--- src/pnm_pkg.sv ---
package pnm_pkg;
  localparam logic [15:0] PNM_DIR_OFS = 16'hffd0;
  localparam logic [15:0] PNM_DATA_OFS = 16'hffd2;
  localparam logic [7:0] PNM_DIR_RST = 8'hc0;
  localparam logic [7:0] PNM_DATA_RST = 8'hc0;
  localparam logic [7:0] PNM_PIN_MASK = 8'h15;
  localparam logic [7:0] PNM_LOOSE_MASK = 8'h2a;
  localparam logic [7:0] PNM_FIXED_ONES = 8'hc0;
  localparam int PNM_PIN4 = 4;
  localparam int PNM_PIN2 = 2;
  localparam int PNM_PIN0 = 0;
endpackage

--- src/pnm_port9.sv ---
// Function
// - Three pins at bits 4, 2, 0, each general input or output while its serial function is off
// - Direction bit 1 drives pin as output, 0 makes it an input
// - Direction register is write-only; reads return all ones
// - Direction register loads c0 on reset and hardware standby; kept otherwise
// - In software standby, output pins keep driving their level
// - Data read gives latch when direction is 1, pin level when 0
// - Data bits 7 and 6 ignore writes and read as one
// - Data bits 5, 3, 1 store values but reach no pin
// - Bits 5, 3, 1 read stored value if direction 1, else one
// - Data register loads c0 on reset and hardware standby; kept otherwise
// - Pin 4: clock input if select1; else clock output if sync or select0
// - Pin 2 is receive-data input while receive enable is set
`timescale 1ns/100ps
`default_nettype none
module pnm_port9
  import pnm_pkg::*;
(
  input wire logic clk,
  input wire logic rst_n,
  input wire logic hw_standby,
  input wire logic sw_standby,
  input wire logic hsel,
  input wire logic [31:0] haddr,
  input wire logic [1:0] htrans,
  input wire logic hwrite,
  input wire logic [2:0] hsize,
  input wire logic [31:0] hwdata,
  input wire logic hready,
  output logic [31:0] hrdata,
  output logic hreadyout,
  output logic hresp,
  input wire logic [7:0] pin_in,
  output logic [7:0] pin_out,
  output logic [7:0] pin_oe_n,
  input wire logic clock_select_bit0,
  input wire logic clock_select_bit1,
  input wire logic sync_mode_bit,
  input wire logic receive_enable_bit,
  input wire logic transmit_enable_bit,
  input wire logic serial_clock_out,
  input wire logic transmit_data,
  output logic serial_clock_in,
  output logic receive_data,
  output logic external_interrupt_request4
);

  ////////////////////////////////////////////////////////////////////////////
  // Function a shared pin performs at the moment
  typedef enum logic [1:0] {
    PNM_FN_GPIO_IN,
    PNM_FN_GPIO_OUT,
    PNM_FN_SER_IN,
    PNM_FN_SER_OUT
  } pnm_pin_fn_e;

  logic [7:0] sync1_reg;
  logic [7:0] sync1_next;
  logic [7:0] sync2_reg;
  logic [7:0] sync2_next;
  logic [7:0] dir_reg;
  logic [7:0] dir_next;
  logic [7:0] data_reg;
  logic [7:0] data_next;
  logic wr_dir_reg;
  logic wr_dir_next;
  logic wr_data_reg;
  logic wr_data_next;
  logic [31:0] rdata_reg;
  logic [31:0] rdata_next;
  logic take;
  logic wr_take;
  logic rd_take;
  logic [7:0] wr_byte;
  logic [7:0] port_view;
  pnm_pin_fn_e pin4_fn;
  pnm_pin_fn_e pin2_fn;
  pnm_pin_fn_e pin0_fn;

  ////////////////////////////////////////////////////////////////////////////
  // Only the low half of the address is decoded; upper bits alias
  function automatic logic hit_dir(input logic [31:0] a);
    hit_dir = (a[15:0] == PNM_DIR_OFS);
  endfunction

  function automatic logic hit_data(input logic [31:0] a);
    hit_data = (a[15:0] == PNM_DATA_OFS);
  endfunction

  // Clock pin: external clock wins, then internal clock, then GPIO
  function automatic pnm_pin_fn_e clock_pin_fn(
    input logic sel1,
    input logic sel0,
    input logic sync_mode,
    input logic dir
  );
    if (sel1) begin
      clock_pin_fn = PNM_FN_SER_IN;
    end else if (sync_mode || sel0) begin
      clock_pin_fn = PNM_FN_SER_OUT;
    end else if (dir) begin
      clock_pin_fn = PNM_FN_GPIO_OUT;
    end else begin
      clock_pin_fn = PNM_FN_GPIO_IN;
    end
  endfunction

  // Pin shared with one serial signal of fixed direction
  function automatic pnm_pin_fn_e shared_pin_fn(
    input logic enable,
    input pnm_pin_fn_e serial_fn,
    input logic dir
  );
    if (enable) begin
      shared_pin_fn = serial_fn;
    end else if (dir) begin
      shared_pin_fn = PNM_FN_GPIO_OUT;
    end else begin
      shared_pin_fn = PNM_FN_GPIO_IN;
    end
  endfunction

  ////////////////////////////////////////////////////////////////////////////
  // Zero wait states: every transfer ends in its first data phase
  assign hreadyout = 1'b1;
  assign hresp = 1'b0;
  assign hrdata = rdata_reg;
  assign take = hsel && hready && htrans[1];
  assign wr_take = take && hwrite;
  assign rd_take = take && !hwrite;
  assign wr_byte = hwdata[7:0];

  // Write target is latched in the address phase, data comes one later
  always_comb begin
    wr_dir_next = wr_take && hit_dir(haddr);
    wr_data_next = wr_take && hit_data(haddr);
  end

  always_ff @(posedge clk or negedge rst_n) begin
    if (!rst_n) begin
      wr_dir_reg <= 1'b0;
      wr_data_reg <= 1'b0;
    end else begin
      wr_dir_reg <= wr_dir_next;
      wr_data_reg <= wr_data_next;
    end
  end

  ////////////////////////////////////////////////////////////////////////////
  // Pins are asynchronous to clk; two flops before any logic reads them
  always_comb begin
    sync1_next = pin_in;
    sync2_next = sync1_reg;
  end

  always_ff @(posedge clk or negedge rst_n) begin
    if (!rst_n) begin
      sync1_reg <= 8'h00;
      sync2_reg <= 8'h00;
    end else begin
      sync1_reg <= sync1_next;
      sync2_reg <= sync2_next;
    end
  end

  ////////////////////////////////////////////////////////////////////////////
  // Software standby is not decoded at all, so both registers hold
  always_comb begin
    dir_next = dir_reg;
    data_next = data_reg;
    if (wr_dir_reg) begin
      dir_next = wr_byte | PNM_FIXED_ONES;
    end
    if (wr_data_reg) begin
      data_next = wr_byte | PNM_FIXED_ONES;
    end
    // Standby entry wins over a write in its data phase
    if (hw_standby) begin
      dir_next = PNM_DIR_RST;
      data_next = PNM_DATA_RST;
    end
  end

  always_ff @(posedge clk or negedge rst_n) begin
    if (!rst_n) begin
      dir_reg <= PNM_DIR_RST;
      data_reg <= PNM_DATA_RST;
    end else begin
      dir_reg <= dir_next;
      data_reg <= data_next;
    end
  end

  ////////////////////////////////////////////////////////////////////////////
  // Per-bit read view of the data register
  for (genvar g = 0; g < 8; g++) begin : g_view
    if (PNM_FIXED_ONES[g]) begin : g_fixed
      assign port_view[g] = 1'b1;
    end else if (PNM_PIN_MASK[g]) begin : g_pin
      assign port_view[g] = dir_reg[g] ? data_reg[g] : sync2_reg[g];
    end else begin : g_loose
      assign port_view[g] = dir_reg[g] ? data_reg[g] : 1'b1;
    end
  end

  // Read data is captured in the address phase and stands until the next
  always_comb begin
    rdata_next = rdata_reg;
    if (rd_take) begin
      if (hit_dir(haddr)) begin
        rdata_next = 32'h0000_00ff;
      end else if (hit_data(haddr)) begin
        rdata_next = {24'h00_0000, port_view};
      end else begin
        rdata_next = 32'h0000_0000;
      end
    end
  end

  always_ff @(posedge clk or negedge rst_n) begin
    if (!rst_n) begin
      rdata_reg <= 32'h0000_0000;
    end else begin
      rdata_reg <= rdata_next;
    end
  end

  ////////////////////////////////////////////////////////////////////////////
  // Pin function selection
  always_comb begin
    pin4_fn = clock_pin_fn(
      clock_select_bit1,
      clock_select_bit0,
      sync_mode_bit,
      dir_reg[PNM_PIN4]
    );
    pin2_fn = shared_pin_fn(
      receive_enable_bit,
      PNM_FN_SER_IN,
      dir_reg[PNM_PIN2]
    );
    pin0_fn = shared_pin_fn(
      transmit_enable_bit,
      PNM_FN_SER_OUT,
      dir_reg[PNM_PIN0]
    );
  end

  // Loose bits never reach a pin; released pins drive low behind oe
  always_comb begin
    pin_out = 8'h00;
    pin_oe_n = 8'hff;
    unique case (pin4_fn)
      PNM_FN_SER_OUT: begin
        pin_out[PNM_PIN4] = serial_clock_out;
        pin_oe_n[PNM_PIN4] = 1'b0;
      end
      PNM_FN_GPIO_OUT: begin
        pin_out[PNM_PIN4] = data_reg[PNM_PIN4];
        pin_oe_n[PNM_PIN4] = 1'b0;
      end
      PNM_FN_SER_IN: begin
        pin_oe_n[PNM_PIN4] = 1'b1;
      end
      PNM_FN_GPIO_IN: begin
        pin_oe_n[PNM_PIN4] = 1'b1;
      end
    endcase
    unique case (pin2_fn)
      PNM_FN_SER_OUT: begin
        pin_oe_n[PNM_PIN2] = 1'b1;
      end
      PNM_FN_GPIO_OUT: begin
        pin_out[PNM_PIN2] = data_reg[PNM_PIN2];
        pin_oe_n[PNM_PIN2] = 1'b0;
      end
      PNM_FN_SER_IN: begin
        pin_oe_n[PNM_PIN2] = 1'b1;
      end
      PNM_FN_GPIO_IN: begin
        pin_oe_n[PNM_PIN2] = 1'b1;
      end
    endcase
    unique case (pin0_fn)
      PNM_FN_SER_OUT: begin
        pin_out[PNM_PIN0] = transmit_data;
        pin_oe_n[PNM_PIN0] = 1'b0;
      end
      PNM_FN_GPIO_OUT: begin
        pin_out[PNM_PIN0] = data_reg[PNM_PIN0];
        pin_oe_n[PNM_PIN0] = 1'b0;
      end
      PNM_FN_SER_IN: begin
        pin_oe_n[PNM_PIN0] = 1'b1;
      end
      PNM_FN_GPIO_IN: begin
        pin_oe_n[PNM_PIN0] = 1'b1;
      end
    endcase
  end

  ////////////////////////////////////////////////////////////////////////////
  // Serial inputs see the pin two cycles late, as any other reader
  assign serial_clock_in = sync2_reg[PNM_PIN4];
  assign receive_data = sync2_reg[PNM_PIN2];

  // Forwarded in every pin function, so a driven clock also requests
  assign external_interrupt_request4 = sync2_reg[PNM_PIN4];

endmodule // pnm_port9
`default_nettype wire

--- config.mk ---
export PLATFORM = sky130hd
export DESIGN_NAME = pnm_port9
export DESIGN_NICKNAME = d
export VERILOG_FILES = /design/src/pnm_pkg.sv /design/src/pnm_port9.sv
export SDC_FILE = /design/constraint.sdc
export NUM_CORES = 1
export LEC_CHECK = 0
export BUFFER_PORTS_ARGS = -buffer_cell sky130_fd_sc_hd__buf_2
export CORE_MARGIN = 5
export CORE_UTILIZATION = 36
export CTS_CLUSTER_SIZE = 20
export DETAILED_ROUTE_END_ITERATION = 7
export GPL_TIMING_DRIVEN = 0
export PLACE_DENSITY_LB_ADDON = 0.08
export SYNTH_ARGS = -nofsm -noshare
export SYNTH_HDL_FRONTEND = slang
export SYNTH_SLANG_ARGS = --single-unit
--- constraint.sdc ---
create_clock -name clk -period 1.1 [get_ports clk]
set_input_delay 0.11 -clock clk [delete_from_list [all_inputs] [get_ports clk]]
set_output_delay 0.11 -clock clk [all_outputs]
set_load 0.01 [all_outputs]
==> results.rst <==
.. list-table::
   :header-rows: 1

   * - Metric
     - Value
   * - Cell with the biggest individual delay on the critical path
     - sky130_fd_sc_hd__dfrtp_1
   * - Worst IR Drop VDD
     - around 0.71 mV
   * - Type of element launching the critical path
     - flop
   * - Final weighted congestion of routability-driven global placement
     - ~0.68
   * - Filler cell count
     - slightly above 400
   * - Number of cell rows
     - 23
   * - Classification of the worst setup path
     - flop to primary output
   * - I/O pin count
     - ~140
   * - Outcome
     - finished with violations
   * - Number of cells after detailed placement
     - between 200 and 300
   * - Reported leakage power
     - 0.00110 uW
   * - Gr usage total
     - 11.3%
   * - Antenna violations before repair
     - 0
   * - First-pass GRT wire length
     - between 4 and 5 mm
   * - Core area
     - 3940 sq um
   * - Die area
     - approximately 5400 sq um
   * - Fraction of layout instances using a drive strength above 1
     - ~45%
   * - Type of element capturing the critical path
     - primary output
   * - Final max-slew violation count
     - 0
   * - Delay of the slowest cell on the worst path
     - between 0.3 and 0.4 ns
   * - Number of clock buffers inserted by TritonCTS
     - 3
   * - Max Clk Rate
     - approximately 850 MHz
   * - H-tree levels
     - 1
   * - Maximum clock insertion buffer count
     - 2
   * - Setup Total Neg Slack
     - -0.123 ns
   * - Clock latency of the later-clocked register in the worst-skew pair
     - 0.27 ns
   * - Vias post-DR
     - approximately 1,200
   * - Share of the clock period used by the worst path
     - 106%
   * - CP Max Fanout
     - 4
   * - Worst-margin pin slew
     - approximately 0.61 ns
   * - Seq/Total Area, Yosys
     - 46.6%
   * - Number of DRC violations after detailed-routing iteration 0
     - 11
   * - Synthesized instance count
     - approximately 150
   * - Critical path data required time
     - ~1 ns
   * - R2r setup slk
     - around 0.060 ns
   * - Global routing met3 resource utilization
     - approximately 2.6%
   * - Via-to-Cell Ratio
     - 3.96
   * - Number of clock sinks
     - 27
   * - Hold Path Class
     - primary input to flop
   * - First-pass iteration count of the detailed router
     - 3
   * - Initial standard-cell utilization of the core
     - 36.8%
   * - Clock slew at the register clock pins of the worst setup and hold paths
     - 0.09 ns
   * - Number of synthesis warnings
     - 0
   * - Commonest non-fill, non-tap cell in the layout
     - sky130_fd_sc_hd__buf_2
   * - Wire per inst
     - roughly 11 um
   * - Number of global-route vias before repair
     - about 1,000
   * - RSZ-0062 raised after global routing
     - yes
   * - Final core utilization
     - between 50% and 60%
   * - Worst slew margin relative to its limit
     - between 50% and 60%
   * - Max-cap violations
     - 0
   * - Violated checks
     - setup timing
   * - Layout Skew
     - 0.00419 ns
   * - Leading cell types in the layout, fill and taps excluded
     - sky130_fd_sc_hd__buf_2 (52), sky130_fd_sc_hd__buf_4 (41), sky130_fd_sc_hd__conb_1 (36)
   * - Number of nets with antenna violations after detailed routing
     - 0
   * - Number of flip-flops under the largest register name
     - 7
   * - Data arrival time at the worst-slack endpoint
     - 1.06 ns
   * - Number of failing hold endpoints at the final stage
     - 0
   * - Overflow left after global routing
     - 0
   * - Netlist Area Pre-Place
     - between 1000 and 1500 sq um
   * - Number of buffers inserted by port buffering
     - 54
   * - Met1 Usage GRT
     - 14.5%
   * - Non-filler cells in the finished layout
     - 294
   * - Final net count
     - 336
   * - Antenna diodes
     - 0
   * - Setup slack of the critical path after layout
     - -0.0701 ns
   * - CTS tree
     - done
   * - Most congested layer reported by global routing
     - met2
   * - Synthesis-stage register bit count
     - 27
   * - Clock period minus worst slack
     - 1.17 ns
   * - Horizontal die dimension
     - 73.5 um
   * - Largest net degree at the start of global routing
     - 28
   * - Power Density
     - around 920 nW/um^2
   * - Unique masters post-synth
     - 22
   * - DRC violations left
     - 0
   * - Layout-stage area growth over the synthesis result
     - 42.0%
   * - Cell chosen for the clock root
     - sky130_fd_sc_hd__clkbuf_8
   * - Sum of net half-perimeters after detailed placement
     - 2.54 mm
   * - Grt met2 use
     - between 10% and 20%
   * - Cell Chain, Critical Path
     - nor3_1 -> or2_4 -> buf_6
   * - Final setup vio count
     - 2
   * - Syn Area/Cell
     - approximately 10 sq um
   * - Total wirelength of the detailed-routed design
     - roughly 3.3 mm
   * - Die Y
     - ~73 um
[stage by stage]
step | cell area, sq um | hold slack, ns | setup WS [ns] | power [uW]
2_1_floorplan | 1580 | -0.186 | -0.0321 | 1220
3_3_place_gp | 1910 | 0.161 | -0.176 | 1330
3_5_place_dp | 1910 | 0.163 | -0.178 | 1330
4_1_cts | 2030 | 0.00204 | -0.0733 | 1920
5_1_grt | 2060 | 0.00833 | -0.134 | 2000
6_report | 2060 | 0.00942 | -0.0701 | 1900
[critical path: cells and delay by family (launching register included)]
kind,cells,cell delay [ns]
DFF,1,0.39
and+or+nand+nor,2,0.28
buffers and inverters,1,0.12
[cell usage after synthesis]
| master | number | share of area [%] |
|---|---|---|
| sky130_fd_sc_hd__nand2_1 | 12 | 3.1 |
| sky130_fd_sc_hd__nand3_1 | 2 | 0.69 |
| sky130_fd_sc_hd__nand2b_1 | 2 | 0.86 |
| sky130_fd_sc_hd__conb_1 | 2 | 0.52 |
| sky130_fd_sc_hd__a31o_2 | 1 | 0.60 |
| sky130_fd_sc_hd__buf_4 | 38 | 20 |
| sky130_fd_sc_hd__o21ai_0 | 6 | 2.1 |
| sky130_fd_sc_hd__nand4_1 | 2 | 0.86 |
| sky130_fd_sc_hd__nor2_1 | 18 | 4.7 |
| sky130_fd_sc_hd__nor3_1 | 3 | 1.0 |
| sky130_fd_sc_hd__a21o_1 | 2 | 1.0 |
| sky130_fd_sc_hd__nand4bb_1 | 2 | 1.6 |
| sky130_fd_sc_hd__nand4b_1 | 1 | 0.60 |
| sky130_fd_sc_hd__buf_6 | 1 | 0.78 |
| sky130_fd_sc_hd__or2_2 | 1 | 0.43 |
| sky130_fd_sc_hd__clkbuf_1 | 5 | 1.3 |
| sky130_fd_sc_hd__inv_1 | 2 | 0.52 |
| sky130_fd_sc_hd__or4_1 | 1 | 0.52 |
| sky130_fd_sc_hd__dfrtp_1 | 27 | 47 |
| sky130_fd_sc_hd__o31ai_2 | 3 | 2.6 |
| sky130_fd_sc_hd__mux2i_1 | 14 | 9.7 |
| sky130_fd_sc_hd__a21oi_1 | 1 | 0.34 |
[final timing paths]
path | cells after the start | end | startpoint
setup / recovery | 3 | pin_oe_n[4] | dir_reg[4]
hold / removal | 2 | data_reg[1] | hw_standby
setup reg to reg | 4 | hrdata[0] | dir_reg[0]
hold reg to reg | 0 | sync2_reg[0] | sync1_reg[0]
max in group asynchronous | 2 | hrdata[6] | rst_n
min in group asynchronous | 2 | data_reg[2] | rst_n
[kinds of logic after synthesis]
group | synth area share (%)
buf+inv | 22.3
mux | 9.66
simple gates | 14.3
flops | 46.6
compound gates | 6.64
other cells | 0.518
[where the power goes]
part | internal, uW | total (uW) | switching, uW
logic | 175 | 333 | 158
clock network | 260 | 563 | 303
registers | 1000 | 1010 | 5.01
total | 1440 | 1900 | 466
[cell type report]
cell class                      instances  area, sq um  area share [%]
Clock buffer                            4         45.0            2.19
Sequential cell                        27          676            32.8
Tap cell                               50         62.6            3.04
Timing Repair Buffer                   62          357            17.3
Inverter                                2         7.51           0.365
Multi-Input combinational cell        107          604            29.3
Buffer                                 42          308            14.9
[repair_timing]
| item | 4_1_cts | 5_1_grt |
|---|---|---|
| hold endpoints to repair | 30 | 0 |
| gates resized for setup | 5 | 7 |
| pin swaps | 6 | 3 |
| buffers inserted | 4 | 0 |
| hold buffers | 4 | 0 |
| setup endpoints to repair | 15 | 8 |
[routing by layer]
layer / routed length [um] / vias up
met3: 347 / 6
met5: 0 / -
met2: 1620 / 48
met1: 1270 / 507
li1: - / 603
met4: 38 / 0
No activity file was read; power rests on OpenSTA's default activity.
